<file path="config.mk">
export PLATFORM = sky130hd
export DESIGN_NAME = mie_core
export DESIGN_NICKNAME = d
export VERILOG_FILES = /design/src/logic/mie_pkg.sv /design/src/logic/mie_alu.sv /design/src/logic/mie_core.sv
export VERILOG_INCLUDE_DIRS = /design/src /design/src/logic
export SDC_FILE = /design/constraint.sdc
export NUM_CORES = 1
export LEC_CHECK = 0
export ABC_AREA = 1
export BUFFER_PORTS_ARGS = -buffer_cell sky130_fd_sc_hd__buf_4
export CAP_MARGIN = 10
export CORE_MARGIN = 3
export CORE_UTILIZATION = 30
export DETAILED_ROUTE_END_ITERATION = 10
export GPL_TIMING_DRIVEN = 0
export PLACE_DENSITY_LB_ADDON = 0.08
export SYNTH_ARGS = -nofsm -noshare
export SYNTH_HDL_FRONTEND = slang
export SYNTH_SLANG_ARGS = --single-unit
</file>
<file path="constraint.sdc">
create_clock -name clk_i -period 5 [get_ports clk_i]
set_input_delay 0.75 -clock clk_i [delete_from_list [all_inputs] [get_ports clk_i]]
set_output_delay 0.75 -clock clk_i [all_outputs]
set_load 0.005 [all_outputs]
</file>
<file path="src/logic/mie_defs.svh">
// timing counts, addresses and field positions of the instruction executor
`ifndef MIE_DEFS_SVH
`define MIE_DEFS_SVH

// ***********************************************************************
// data space
// ***********************************************************************
`define MIE_PTR_BASE     8'h80
`define MIE_PTR_SEL_BIT  4

// ***********************************************************************
// cycle counts per instruction group
// ***********************************************************************
`define MIE_CYC_ALU      3'h4
`define MIE_CYC_CTRL     3'h2
`define MIE_CYC_SHORT    3'h2
`define MIE_CYC_BTEST    3'h5

// ***********************************************************************
// program counter
// ***********************************************************************
`define MIE_RESET_PC     12'h000
`define MIE_SHORT_BIAS   12'h001
`define MIE_BTEST_BIAS   12'h002
`define MIE_STACK_DEPTH  6

`endif

</file>
<file path="src/logic/mie_pkg.sv">
// types shared by the instruction executor and its arithmetic unit
package mie_pkg;

  // ***********************************************************************
  // instruction classes
  // ***********************************************************************
  typedef enum {
    CLS_SHORT, CLS_CALL, CLS_JUMP, CLS_BTEST, CLS_BITOP,
    CLS_IND, CLS_DIR, CLS_IMM, CLS_INH
  } mie_cls_t;

  // ***********************************************************************
  // arithmetic functions, low codes match the opcode operation field
  // ***********************************************************************
  typedef enum logic [3:0] {
    F_ADD = 4'h0, F_AND, F_CP, F_SUB, F_INC, F_DEC, F_CLR, F_NONE,
    F_COM, F_RLC, F_SLA
  } mie_func_t;

  // ***********************************************************************
  // inherent operations, codes are the low opcode nibble
  // ***********************************************************************
  typedef enum logic [3:0] {
    INH_NOP = 4'h0, INH_RET, INH_RETURN_FROM_INTERRUPT, INH_STOP, INH_WAIT,
    INH_COM, INH_RLC, INH_SLA, INH_CLRA
  } mie_inh_t;

  // branch conditions of the one-byte relative branch
  typedef enum logic [1:0] {
    COND_ZERO_CLEAR = 2'h0, COND_CARRY_CLEAR, COND_ZERO_SET, COND_CARRY_SET
  } mie_cond_t;

endpackage

</file>
<file path="src/logic/mie_alu.sv">
// arithmetic and logic unit of the instruction executor
`timescale 1ns/1ps

module mie_alu
  import mie_pkg::*;
(
  // operation
  input  mie_func_t       func_i,
  input  wire logic [7:0] a_i,
  input  wire logic [7:0] b_i,
  input  wire logic       carry_i,
  // result
  output logic      [7:0] res_o,
  output logic            zero_o,
  output logic            carry_o
);

  logic [8:0] sum9;

  always_comb
  begin
    sum9    = 9'h000;
    res_o   = a_i;
    carry_o = carry_i;
    unique case (func_i)
      F_ADD:
      begin
        sum9    = {1'b0, a_i} + {1'b0, b_i};
        res_o   = sum9[7:0];
        carry_o = sum9[8];
      end
      F_AND:
      begin
        res_o   = a_i & b_i;
        carry_o = 1'b0;
      end
      // compare yields the difference only to set the flags
      F_CP, F_SUB:
      begin
        sum9    = {1'b0, a_i} - {1'b0, b_i};
        res_o   = sum9[7:0];
        carry_o = sum9[8];
      end
      F_INC:   res_o = b_i + 8'h01;
      F_DEC:   res_o = b_i - 8'h01;
      F_CLR:
      begin
        res_o   = 8'h00;
        carry_o = 1'b0;
      end
      F_COM:
      begin
        res_o   = ~a_i;
        carry_o = a_i[7];
      end
      F_RLC:
      begin
        res_o   = {a_i[6:0], carry_i};
        carry_o = a_i[7];
      end
      F_SLA:
      begin
        res_o   = {a_i[6:0], 1'b0};
        carry_o = a_i[7];
      end
      default: res_o = a_i;
    endcase
    zero_o = (res_o == 8'h00);
  end

endmodule

</file>
<file path="src/logic/mie_core.sv">
// instruction decode and execute core of the 8-bit controller
`timescale 1ns/1ps
`include "mie_defs.svh"

module mie_core
  import mie_pkg::*;
#(
  parameter int STACK_DEPTH = `MIE_STACK_DEPTH
)
(
  // clock and reset
  input  wire logic        clk_i,
  input  wire logic        rstn_i,
  // program memory, read data valid in the cycle the address stands
  output logic      [11:0] pm_addr_o,
  input  wire logic [7:0]  pm_data_i,
  // data space, read data valid in the cycle the address stands
  output logic      [7:0]  ds_addr_o,
  output logic      [7:0]  ds_wdata_o,
  output logic             ds_we_o,
  input  wire logic [7:0]  ds_rdata_i,
  // option and wake pins
  input  wire logic        wdog_sel_i,
  input  wire logic        wake_i,
  // core state
  output logic      [7:0]  acc_o,
  output logic             zero_o,
  output logic             carry_o,
  output logic             stopped_o,
  output logic             waiting_o
);

  localparam int SPW = $clog2(STACK_DEPTH + 1);

  // ***********************************************************************
  // decode
  // ***********************************************************************
  logic [2:0]  step;
  logic [7:0]  ir;
  logic [7:0]  b2;
  logic [7:0]  b3;
  logic        tbit;
  logic [11:0] ipc;
  logic [7:0]  op;
  mie_cls_t    cls;
  mie_func_t   func;
  mie_inh_t    inh;
  logic [1:0]  nlen;
  logic [2:0]  ncyc;
  logic        last;
  logic        running;
  logic        mem_tgt;
  logic        ctrl_op;

  // the opcode is still on the bus during the first cycle
  assign op      = (step == 3'h0) ? pm_data_i : ir;
  assign inh     = mie_inh_t'(op[3:0]);
  assign running = !stopped_o && !waiting_o;
  assign ctrl_op = (cls == CLS_INH) && (op[3:0] <= INH_WAIT);

  always_comb
  begin
    cls = CLS_INH;
    if (!op[7])
      cls = CLS_SHORT;
    else
      unique case (op[6:5])
        2'b00: cls = op[4] ? CLS_JUMP : CLS_CALL;
        2'b01: cls = op[3] ? CLS_BITOP : CLS_BTEST;
        2'b10: cls = !op[0] ? CLS_IND : (op[4] ? CLS_IMM : CLS_DIR);
        2'b11: cls = CLS_INH;
      endcase
  end

  always_comb
  begin
    func = F_NONE;
    if (cls == CLS_IND || cls == CLS_DIR)
      func = mie_func_t'({1'b0, op[3:1]});
    else if (cls == CLS_IMM && op[3:1] < 3'h4)
      func = mie_func_t'({1'b0, op[3:1]});
    else if (cls == CLS_INH)
      unique case (inh)
        INH_COM:  func = F_COM;
        INH_RLC:  func = F_RLC;
        INH_SLA:  func = F_SLA;
        INH_CLRA: func = F_CLR;
        default:  func = F_NONE;
      endcase
  end

  assign mem_tgt = (cls == CLS_IND || cls == CLS_DIR)
                   && (func == F_INC || func == F_DEC || func == F_CLR);

  // lengths in bytes and in cycles
  always_comb
  begin
    nlen = 2'h1;
    unique case (cls)
      CLS_CALL, CLS_JUMP, CLS_BITOP, CLS_IMM: nlen = 2'h2;
      CLS_BTEST: nlen = 2'h3;
      CLS_DIR:   nlen = (func == F_CLR) ? 2'h3 : 2'h2;
      CLS_INH:   nlen = (inh == INH_SLA || inh == INH_CLRA) ? 2'h2 : 2'h1;
      default:   nlen = 2'h1;
    endcase
    if (cls == CLS_SHORT)
      ncyc = `MIE_CYC_SHORT;
    else if (cls == CLS_BTEST)
      ncyc = `MIE_CYC_BTEST;
    else if (ctrl_op)
      ncyc = `MIE_CYC_CTRL;
    else
      ncyc = `MIE_CYC_ALU;
  end

  assign last = (step == ncyc - 3'h1);

  // ***********************************************************************
  // arithmetic unit
  // ***********************************************************************
  logic [7:0] alu_res;
  logic       alu_zero;
  logic       alu_carry;

  mie_alu u_alu (
    .func_i  (func),
    .a_i     (acc_o),
    .b_i     ((cls == CLS_IMM) ? b2 : ds_rdata_i),
    .carry_i (carry_o),
    .res_o   (alu_res),
    .zero_o  (alu_zero),
    .carry_o (alu_carry)
  );

  // ***********************************************************************
  // next program counter and return stack
  // ***********************************************************************
  logic [13:0]    stk [STACK_DEPTH];
  logic [SPW-1:0] sp;
  logic [SPW-1:0] top_idx;
  logic [SPW-1:0] push_idx;
  logic [11:0]    short_tgt;
  logic [11:0]    btest_tgt;
  logic [11:0]    next_pc;
  logic           short_taken;

  assign top_idx  = (sp == '0) ? '0 : sp - SPW'(1);
  assign push_idx = (sp == SPW'(STACK_DEPTH)) ? SPW'(STACK_DEPTH - 1) : sp;
  assign short_tgt = ipc + `MIE_SHORT_BIAS
                     + {{7{op[6]}}, op[6:2]};
  assign btest_tgt = ipc + `MIE_BTEST_BIAS
                     + {{4{b3[7]}}, b3};

  always_comb
  begin
    unique case (mie_cond_t'(op[1:0]))
      COND_ZERO_CLEAR:  short_taken = !zero_o;
      COND_CARRY_CLEAR: short_taken = !carry_o;
      COND_ZERO_SET:    short_taken = zero_o;
      COND_CARRY_SET:   short_taken = carry_o;
    endcase
  end

  always_comb
  begin
    next_pc = ipc + {10'h000, nlen};
    if (cls == CLS_SHORT && short_taken)
      next_pc = short_tgt;
    else if (cls == CLS_CALL || cls == CLS_JUMP)
      next_pc = {op[3:0], b2};
    else if (cls == CLS_BTEST && tbit == op[4])
      next_pc = btest_tgt;
    else if (cls == CLS_INH && (inh == INH_RET || inh == INH_RETURN_FROM_INTERRUPT))
      next_pc = stk[top_idx][11:0];
  end

  always_ff @(posedge clk_i)
  begin
    if (!rstn_i)
      sp <= '0;
    else if (running && last && cls == CLS_CALL && sp != SPW'(STACK_DEPTH))
      sp <= sp + SPW'(1);
    else if (running && last && cls == CLS_INH
             && (inh == INH_RET || inh == INH_RETURN_FROM_INTERRUPT) && sp != '0)
      sp <= sp - SPW'(1);
  end

  // flags travel with the return address so that return_from_interrupt can restore them
  always_ff @(posedge clk_i)
  begin
    if (running && last && cls == CLS_CALL)
      stk[push_idx] <= {zero_o, carry_o, ipc + {10'h000, nlen}};
  end

  // ***********************************************************************
  // sequencing and operand capture
  // ***********************************************************************
  always_ff @(posedge clk_i)
  begin
    if (!rstn_i)
    begin
      step      <= 3'h0;
      ir        <= 8'h00;
      ipc       <= `MIE_RESET_PC;
      pm_addr_o <= `MIE_RESET_PC;
    end
    else if (running)
    begin
      if (step == 3'h0)
        ir <= pm_data_i;
      if (last)
      begin
        step      <= 3'h0;
        ipc       <= next_pc;
        pm_addr_o <= next_pc;
      end
      else
      begin
        step <= step + 3'h1;
        if ((step + 3'h1) < {1'b0, nlen})
          pm_addr_o <= pm_addr_o + 12'h001;
      end
    end
  end

  always_ff @(posedge clk_i)
  begin
    if (!rstn_i)
    begin
      b2   <= 8'h00;
      b3   <= 8'h00;
      tbit <= 1'b0;
    end
    else if (running && step == 3'h1)
      b2 <= pm_data_i;
    else if (running && step == 3'h2)
    begin
      b3   <= pm_data_i;
      tbit <= ds_rdata_i[op[2:0]];
    end
  end

  // ***********************************************************************
  // accumulator and flags
  // ***********************************************************************
  always_ff @(posedge clk_i)
  begin
    if (!rstn_i)
    begin
      acc_o   <= 8'h00;
      zero_o  <= 1'b0;
      carry_o <= 1'b0;
    end
    else if (running && step == 3'h2 && cls == CLS_BTEST)
      carry_o <= ds_rdata_i[op[2:0]];
    else if (running && step == 3'h2 && func != F_NONE && !ctrl_op)
    begin
      if (!mem_tgt && func != F_CP)
        acc_o <= alu_res;
      if (func == F_INC || func == F_DEC)
        zero_o <= alu_zero;
      else if (!mem_tgt)
      begin
        zero_o  <= alu_zero;
        carry_o <= alu_carry;
      end
    end
    else if (running && last && cls == CLS_INH && inh == INH_RETURN_FROM_INTERRUPT)
      {zero_o, carry_o} <= stk[top_idx][13:12];
  end

  // ***********************************************************************
  // data space access
  // ***********************************************************************
  logic [7:0] bit_mask;

  assign bit_mask = 8'h01 << op[2:0];

  always_ff @(posedge clk_i)
  begin
    if (!rstn_i)
    begin
      ds_addr_o  <= 8'h00;
      ds_wdata_o <= 8'h00;
      ds_we_o    <= 1'b0;
    end
    else if (running)
    begin
      ds_we_o <= 1'b0;
      if (step == 3'h0 && cls == CLS_IND)
        ds_addr_o <= `MIE_PTR_BASE
                     | {7'h00, op[`MIE_PTR_SEL_BIT]};
      else if (step == 3'h1 && cls == CLS_IND)
        ds_addr_o <= ds_rdata_i;
      else if (step == 3'h1 && (cls == CLS_DIR || cls == CLS_BTEST
                                || cls == CLS_BITOP))
        ds_addr_o <= pm_data_i;
      else if (step == 3'h2 && mem_tgt)
      begin
        ds_we_o    <= 1'b1;
        ds_wdata_o <= alu_res;
      end
      else if (step == 3'h2 && cls == CLS_BITOP)
      begin
        ds_we_o    <= 1'b1;
        ds_wdata_o <= op[4] ? (ds_rdata_i | bit_mask)
                            : (ds_rdata_i & ~bit_mask);
      end
    end
  end

  // ***********************************************************************
  // stop and wait
  // ***********************************************************************
  logic wake_m;
  logic wake_s;
  logic wdog_m;
  logic wdog_s;

  always_ff @(posedge clk_i)
  begin
    if (!rstn_i)
    begin
      wake_m <= 1'b0;
      wake_s <= 1'b0;
    end
    else
    begin
      wake_m <= wake_i;
      wake_s <= wake_m;
    end
  end

  // the option is static, so it keeps sampling through reset: a stop
  // straight after release must already see it
  always_ff @(posedge clk_i)
  begin
    wdog_m <= wdog_sel_i;
    wdog_s <= wdog_m;
  end

  always_ff @(posedge clk_i)
  begin
    if (!rstn_i)
    begin
      stopped_o <= 1'b0;
      waiting_o <= 1'b0;
    end
    else if (running && last && cls == CLS_INH && inh == INH_STOP)
    begin
      // a running watchdog must not be frozen by stop
      stopped_o <= !wdog_s;
      waiting_o <= wdog_s;
    end
    else if (running && last && cls == CLS_INH && inh == INH_WAIT)
      waiting_o <= 1'b1;
    else if (!running && wake_s)
    begin
      stopped_o <= 1'b0;
      waiting_o <= 1'b0;
    end
  end
endmodule

</file>
Word level (Yosys, flattened, before mapping):

Memory sizes are Yosys's and may differ from the RTL's.
Index checks and enable logic that the tools add are counted.

* RAM bits: 84
* output and inout bits: 41
* flip-flop bits (word level): 88
* memories: 1
* bits of input ports: 20

* $add $sub $neg: 14
* muxes and demuxes: 61
* bitwise logic cells: 10
* equality and inequality tests: 51
* shift operators: 1
* reductions and logical operators: 73
* $lt $le $gt $ge: 4

Memories
* stk: depth 6, width 14, read ports 1, clocked after Yosys merged registers in 0, wr ports 1, RTL line mie_core.sv:138 `logic [13:0] stk [STACK_DEPTH];`

Operator list (number)
* 32-bit by 3-bit == test with 1-bit output, second input constant: 5
* 32-bit by 4-bit == test with 1-bit output, second input constant: 5
* 32-bit case mux with 4 select lines: 1
* 32-bit by 2-bit == test with 1-bit output, second input constant: 3
* 12-bit 2-to-1 mux: 6
* 8-bit case mux with 9 select lines: 1
* 8-bit 2-to-1 mux: 8
* 32-bit by 1-bit == test with 1-bit output, second input constant: 1
* 32-bit by 5-bit == test with 1-bit output, second input constant: 1
* 32-bit zero test: 1
* 32-bit 2-to-1 mux: 1
* 4-bit by 3-bit == test with 1-bit output, second input constant: 7
* 1-bit logical AND: 28
* 3-bit 2-to-1 mux: 9
* 12-bit by 1-bit adder with 12-bit output, second input constant: 2
* 12-bit adder: 2
* 1-bit 2-to-1 mux: 24
* 8-bit bitwise AND: 2
* 4-bit by 2-bit == test with 1-bit output, second input constant: 4
* 4-bit == test, second input constant: 4
* 8-bit inverter: 2
* 4-bit case mux with 4 select lines: 1
* 12-bit by 2-bit adder with 12-bit output: 1
* 12-bit by 2-bit adder with 12-bit output, second input constant: 1
* other kinds (47): 94

Logic depth before layout (Yosys ltp):

* word-level depth: 19
* gate-level depth with buffers: 38

Cells and area by module:

A second synthesis with hierarchy kept.

* cells, all modules: 1583
* area, all modules: 11768.8 µm²

By module, submodules not included
* mie_core: sequential area each 4284.1 µm², instances 1, area each 10181.0 µm², cells each 1274
* mie_alu: sequential area each 0.0 µm², instances 1, area each 1587.8 µm², cells each 309

Worst setup path before layout:

No wires, ideal clock.

* path kind: register to register
* start point: reg step[0]
* end point: reg zero_o
* setup time: 0.070 ns
* path slack: 0.365 ns
* cell stages (with the launch flop): 30
* arrival: 4.565 ns
* period minus slack after synthesis: 4.635 ns
* cell sequence: dfxtp_1 > inv_1 > ha_1 > buf_4 > nand2_8 > nand2_1 > nand2_1 > nand2_1 > nor2_2 > nor2_4 > nor2_4 > nand2_1 > clkbuf_1 > o21ai_0 > inv_1 > fa_1 > o31ai_1 > inv_1 > nor2_1 > nor2_1 > o21bai_1 > xnor2_1 > nor2_1 > nor2_1 > nand2_1 > nand2_1 > nand3_1 > nor2_1 > nand2_1 > a21oi_1

* elaborated cells between the ends (all ways): 76
* those cells by class: add/sub (5); order compare (2); eq/ne (26); mux (19); bitwise (2); reduce/logical (22)

RTL lines
* start, declared: RTL line mie_core.sv:38 `logic [2:0] step;`
* start signal, assigned: RTL line mie_core.sv:219 `step <= step + 3'h1;`
* 3-bit zero test (*): RTL line mie_core.sv:56 `assign op = (step == 3'h0) ? pm_data_i : ir;`
* 8-bit 2-to-1 mux (*)
* net op[6]: RTL line mie_core.sv:44 `logic [7:0] op;`
* 2-bit == test, or another cell as far along: RTL line mie_core.sv:67 `unique case (op[6:5])`
* 32-bit case mux with 4 select lines (*): RTL line mie_core.sv:67
* 32-bit 2-to-1 mux (*): RTL line mie_core.sv:64 `if (!op[7])`
* branches (longest 12 deep; another with 8-bit by 1-bit subtractor with 8-bit output)
* end signal, assigned: RTL line mie_core.sv:261 `zero_o <= alu_zero;`
* end signal, assigned: RTL line mie_core.sv:264 `zero_o <= alu_zero;`
* end signal, assigned: RTL line mie_core.sv:269 `{zero_o, carry_o} <= stk[top_idx][13:12];`
* end, declared: RTL line mie_core.sv:27 `output logic zero_o,`

Mark *: on every way through the listed nets, which the timed path passes. The select of a mux whose other input is x is not followed.
A chain may end at the register's enable or synchronous reset.

Worst setup path in the final report:

* start point: reg step[0]
* end point: reg pm_addr_o[8]

* longest elaborated chain between the ends: 19
* elaborated cells between the ends (all ways): 75
* those cells by class: add/sub (4); order compare (3); eq/ne (29); mux (23); reduce/logical (16)

RTL lines
* 3-bit zero test: RTL line mie_core.sv:56
* 8-bit 2-to-1 mux
* 1-bit 2-to-1 mux: RTL line mie_core.sv:70 `2'b10: cls = !op[0] ? CLS_IND : (op[4] ? CLS_IMM : CLS_DIR);`
* 2-bit 2-to-1 mux: RTL line mie_core.sv:70
* 32-bit case mux with 4 select lines: RTL line mie_core.sv:67
* 32-bit 2-to-1 mux: RTL line mie_core.sv:64
* 32-bit by 5-bit == test with 1-bit output / 32-bit by 4-bit == test with 1-bit output (equally long branches)
* 4-bit 2-to-1 mux / 1-bit logical AND (equally long branches): RTL line mie_core.sv:82, mie_core.sv:80
* [... 3 more ...]
* 1-bit 2-to-1 mux: RTL line mie_core.sv:102 `CLS_DIR: nlen = (func == F_CLR) ? 2'h3 : 2'h2;`
* 2-bit case mux with 4 select lines: RTL line mie_core.sv:99 `unique case (cls)`
* 12-bit by 2-bit adder with 12-bit output: RTL line mie_core.sv:166 `next_pc = ipc + {10'h000, nlen};`
* 12-bit 2-to-1 mux: RTL line mie_core.sv:173 `else if (cls == CLS_INH && (inh == INH_RET || inh == INH_RETURN_FROM_INTERRUPT))`
* 12-bit 2-to-1 mux: RTL line mie_core.sv:171 `else if (cls == CLS_BTEST && tbit == op[4])`
* 12-bit 2-to-1 mux: RTL line mie_core.sv:169 `else if (cls == CLS_CALL || cls == CLS_JUMP)`
* 12-bit 2-to-1 mux: RTL line mie_core.sv:167 `if (cls == CLS_SHORT && short_taken)`
* 12-bit 2-to-1 mux: RTL line mie_core.sv:211 `if (last)`
* end signal, assigned: RTL line mie_core.sv:205 `` pm_addr_o <= `MIE_RESET_PC; ``
* end signal, assigned: RTL line mie_core.sv:215 `pm_addr_o <= next_pc;`
* end signal, assigned: RTL line mie_core.sv:221 `pm_addr_o <= pm_addr_o + 12'h001;`
* end, declared: RTL line mie_core.sv:15 `output logic [11:0] pm_addr_o,`

Parallel ways exist; a longest one is shown, timed or not. The select of a mux whose other input is x is not followed.

==> run summary <==
Inserted Clock Buffers - 17
Vias in the first global route - 10209
Worst hold path class - reg -> reg
Hold depth - 0
# DRC - 0
IO buf count - 60
Ant diodes - 0
Routed wire length - 39290 um
Final setup fails - 0
Final Cycle Share - 93.38%
Asr flop ratio synth - 0%
Drt wl/cell - 18.70 um
Mapped Avg Cell Area - 7.691 sq um
Relative slew slack - 35.21%
CTS sink count - 172
Share of power burned in registers - 24.0%
Clock Path Buffers - 2
Placer's final routability congestion estimate - 0.8733
Power Density - 630.5 nW/um^2
Worst R2R Path Depth - 35
Slew @ Worst Pin - 0.9718 ns
Via count - 10416
Power share of the combinational group - 60.0%
Site Rows - 70
Area grow syn2layout - 19.42%
Commonest non-fill, non-tap cell in the layout - nand2_1
Cts hold-fix bufs - 0
HP Start - wdog_m
CP most frequent cell - nand2_1
VDD IR-drop max - 0.0002825 V
Fin area - 13570 sq um
Chip height - 200.7 um
Antenna violations before repair - 0
Most frequent cells in the layout - 232 x nand2_1, 169 x inv_1, 164 x nor2_1
Largest net degree at the start of global routing - 20
Grt met1 use - 27.11%
Antenna Nets Post-Route - 0
P_leak - 5.871 nW
Period minus WS final - 4.669 ns
Synth top area cells - edfxtp_1 22%, dfxtp_1 15%, nand2_1 8.0%
Synthesized flop and latch total - 172
DR vias/cell - 4.958
Critical path required time - 5.40 ns
Clock Power Share - 16.0%
Gr usage total - 19.40%
Post-DP HPWL - 30310 um
Unrepaired setup endpoints after global routing - true
Arr. time, crit path - 5.06 ns
Net Sw Power - 4.300 mW
Critical Path Sink Type - register
Initial core utilization - 30.75%
CP max stage cell - dfxtp_4
Fmax - 0.2142 GHz
CTS root buf - clkbuf_16
EDFF count, synth - 84
Post-Syn Instances - 1478
Placed Area - 12550 sq um
Worst skew pair latency - 0.46 ns
Worst R2R Setup Slack - 0.33 ns
Ports - 61
Dominant cell type by area after synthesis - edfxtp_1
Final TNS setup - 0 ns
H-tree Lvls - 4
Max-Cap Viols - 0
Die area - 40260 sq um
Outcome - finished clean
GRT busiest layer - met2
Clock transition at the registers of the reported paths - 0.08 ns
Worst R2R Start - step[0]
Worst R2R End - pm_addr_o[8]
Sw Share - 50.24%
Mapped Area - 11370 sq um
Max-slew violations - 0
Pint - 4.259 mW
Grt met3 use - 2.578%
Synth Warn # - 0
Die width - 200.7 um
Crit-path max FO - 10
Setup crit start kind - register
Most used DFF post-synth - dfxtp_1
Crit Path Category - reg -> reg
Top-area cell type share of the netlist area - 22.19%
Final nets - 1677
Skew final - 0.01506 ns
Part of the Yosys area used for sequential elements - 37.69%
Share of cells above drive strength 1 - 15.78%
Cell variety after synth - 61
Synth Net Count - 1571
Global-route wire length before repair - 60720 um
Core box area - 36960 sq um
Pre-antenna DRT Iters - 6
Grt ovf - 0
Grt met2 use - 31.58%
Hold Fails Final Rpt - 0
CTS tree - done
Critical path's largest stage delay - 0.37 ns
DR iter-0 viols - 626
Hold EP - wdog_s
## sequential cells by signal (all words and copies together) (netlist names)
| register | cells |
|---|---|
| ds_addr_o | 8 |
| waiting_o | 1 |
| stk | 84 |
| ds_wdata_o | 8 |
| acc_o | 8 |
| tbit | 1 |
| ir | 8 |
| pm_addr_o | 12 |
| ipc | 12 |
| zero_o | 1 |
| b3 | 8 |
| wdog_s | 1 |
| wake_m | 1 |
| step | 3 |
| sp | 3 |
| stopped_o | 1 |
| b2 | 8 |
| wdog_m | 1 |
| wake_s | 1 |
| carry_o | 1 |
| ds_we_o | 1 |
## what timing repair did
action,in CTS,in global routing
hold endpoints to repair,0,0
gates cloned,0,1
gates resized for setup,31,44
pin swaps,4,15
endpoints found under the setup margin,55,24
setup buffers,5,15
## worst max path at each step
stage,start,to,slack (ns),cells past startpoint
floorplan,step[0],zero_o,0.37,29
detailed placement,step[0],ds_wdata_o[6],-1.16,28
global route,step[0],ipc[11],-0.07,30
CTS,step[0],pm_addr_o[10],0.001,35
finish,step[0],pm_addr_o[8],0.33,35
global placement,step[0],ds_wdata_o[6],-1.12,28
## cells in the mapped netlist, drive strengths merged (2+ instances only)
cell type and count:
a211oi 2, a21oi 109, a22oi 4, a31oi 11, a32oi 3, a41oi 2
buf 24, clkbuf 29, clkinv 2, dfxtp 88, edfxtp 84, fa 6
ha 67, inv 184, nand2 259, nand3 89, nand3b 7, nand4 29
nor2 177, nor3 21, o211a 3, o211ai 25, o21ai 157, o21bai 6
o22ai 12, o311ai 7, o31ai 5, o32ai 4, or2 7, xnor2 14
xor2 32
## routing by layer
layer  part of all wire (%)  vias to the layer above
met4                    2.2                        0
met5                      0                        -
met1                     48                     4917
li1                       -                     5272
met3                    3.4                       40
met2                     46                      187
## worst max-delay path, delay by kind of cell (launching register included)
kind / cells / cell delay [ns]
buffers and inverters: 4 / 0.56
xor gates and xnor gates: 1 / 0.23
DFF: 1 / 0.37
adders and majority gates: 3 / 0.63
AOI/OAI and AO/OA: 5 / 0.64
and+or+nand+nor: 22 / 2.14
## kinds of logic (layout without fill, tap and decap cells)
logic type | after synthesis | in the layout | share of synthesized area [%]
compound gates | 357 | 357 | 18.34
simple gates | 591 | 591 | 23.36
buf+inv | 239 | 358 | 8.641
xor+xnor | 46 | 46 | 3.544
fa+ha+maj | 73 | 73 | 8.431
flops | 172 | 172 | 37.69
## area by class of cell
type                            instances  area [sq um]
Inverter                              186         705.7
Timing Repair Buffer                   87         680.7
Fill cell                            4002         23390
Clock buffer                           18         429.2
Buffer                                 53         287.8
Tap cell                              504         630.6
Clock inverter                         14         160.2
Sequential cell                       172          4289
Multi-Input combinational cell       1067          6391
## power groups by stage
stage | Combinational, mW | Sequential [mW] | Clock [mW]
global route | 5.77 | 2.09 | 1.45
detailed placement | 4.86 | 2.07 | 0
CTS | 5.01 | 2.05 | 1.40
finish | 5.13 | 2.06 | 1.37
floorplan | 3.38 | 2.01 | 0
global placement | 4.86 | 2.07 | 0
## per-stage QoR
step                      utilization (%)  power, mW  hold WS [ns]  setup WS (ns)  instances
after floorplan                         -      5.394        0.3096         0.3654       1478
after global placement              33.68      6.931        0.3135         -1.122       2042
after detailed placement            33.95      6.934        0.3197         -1.157       2048
after CTS                           35.95      8.460        0.3362       0.001176       2085
after global routing                36.73      9.316        0.3458       -0.06748       2101
final                               36.73      8.559        0.3326         0.3312       2101
Power figures use the tool's default switching activity.
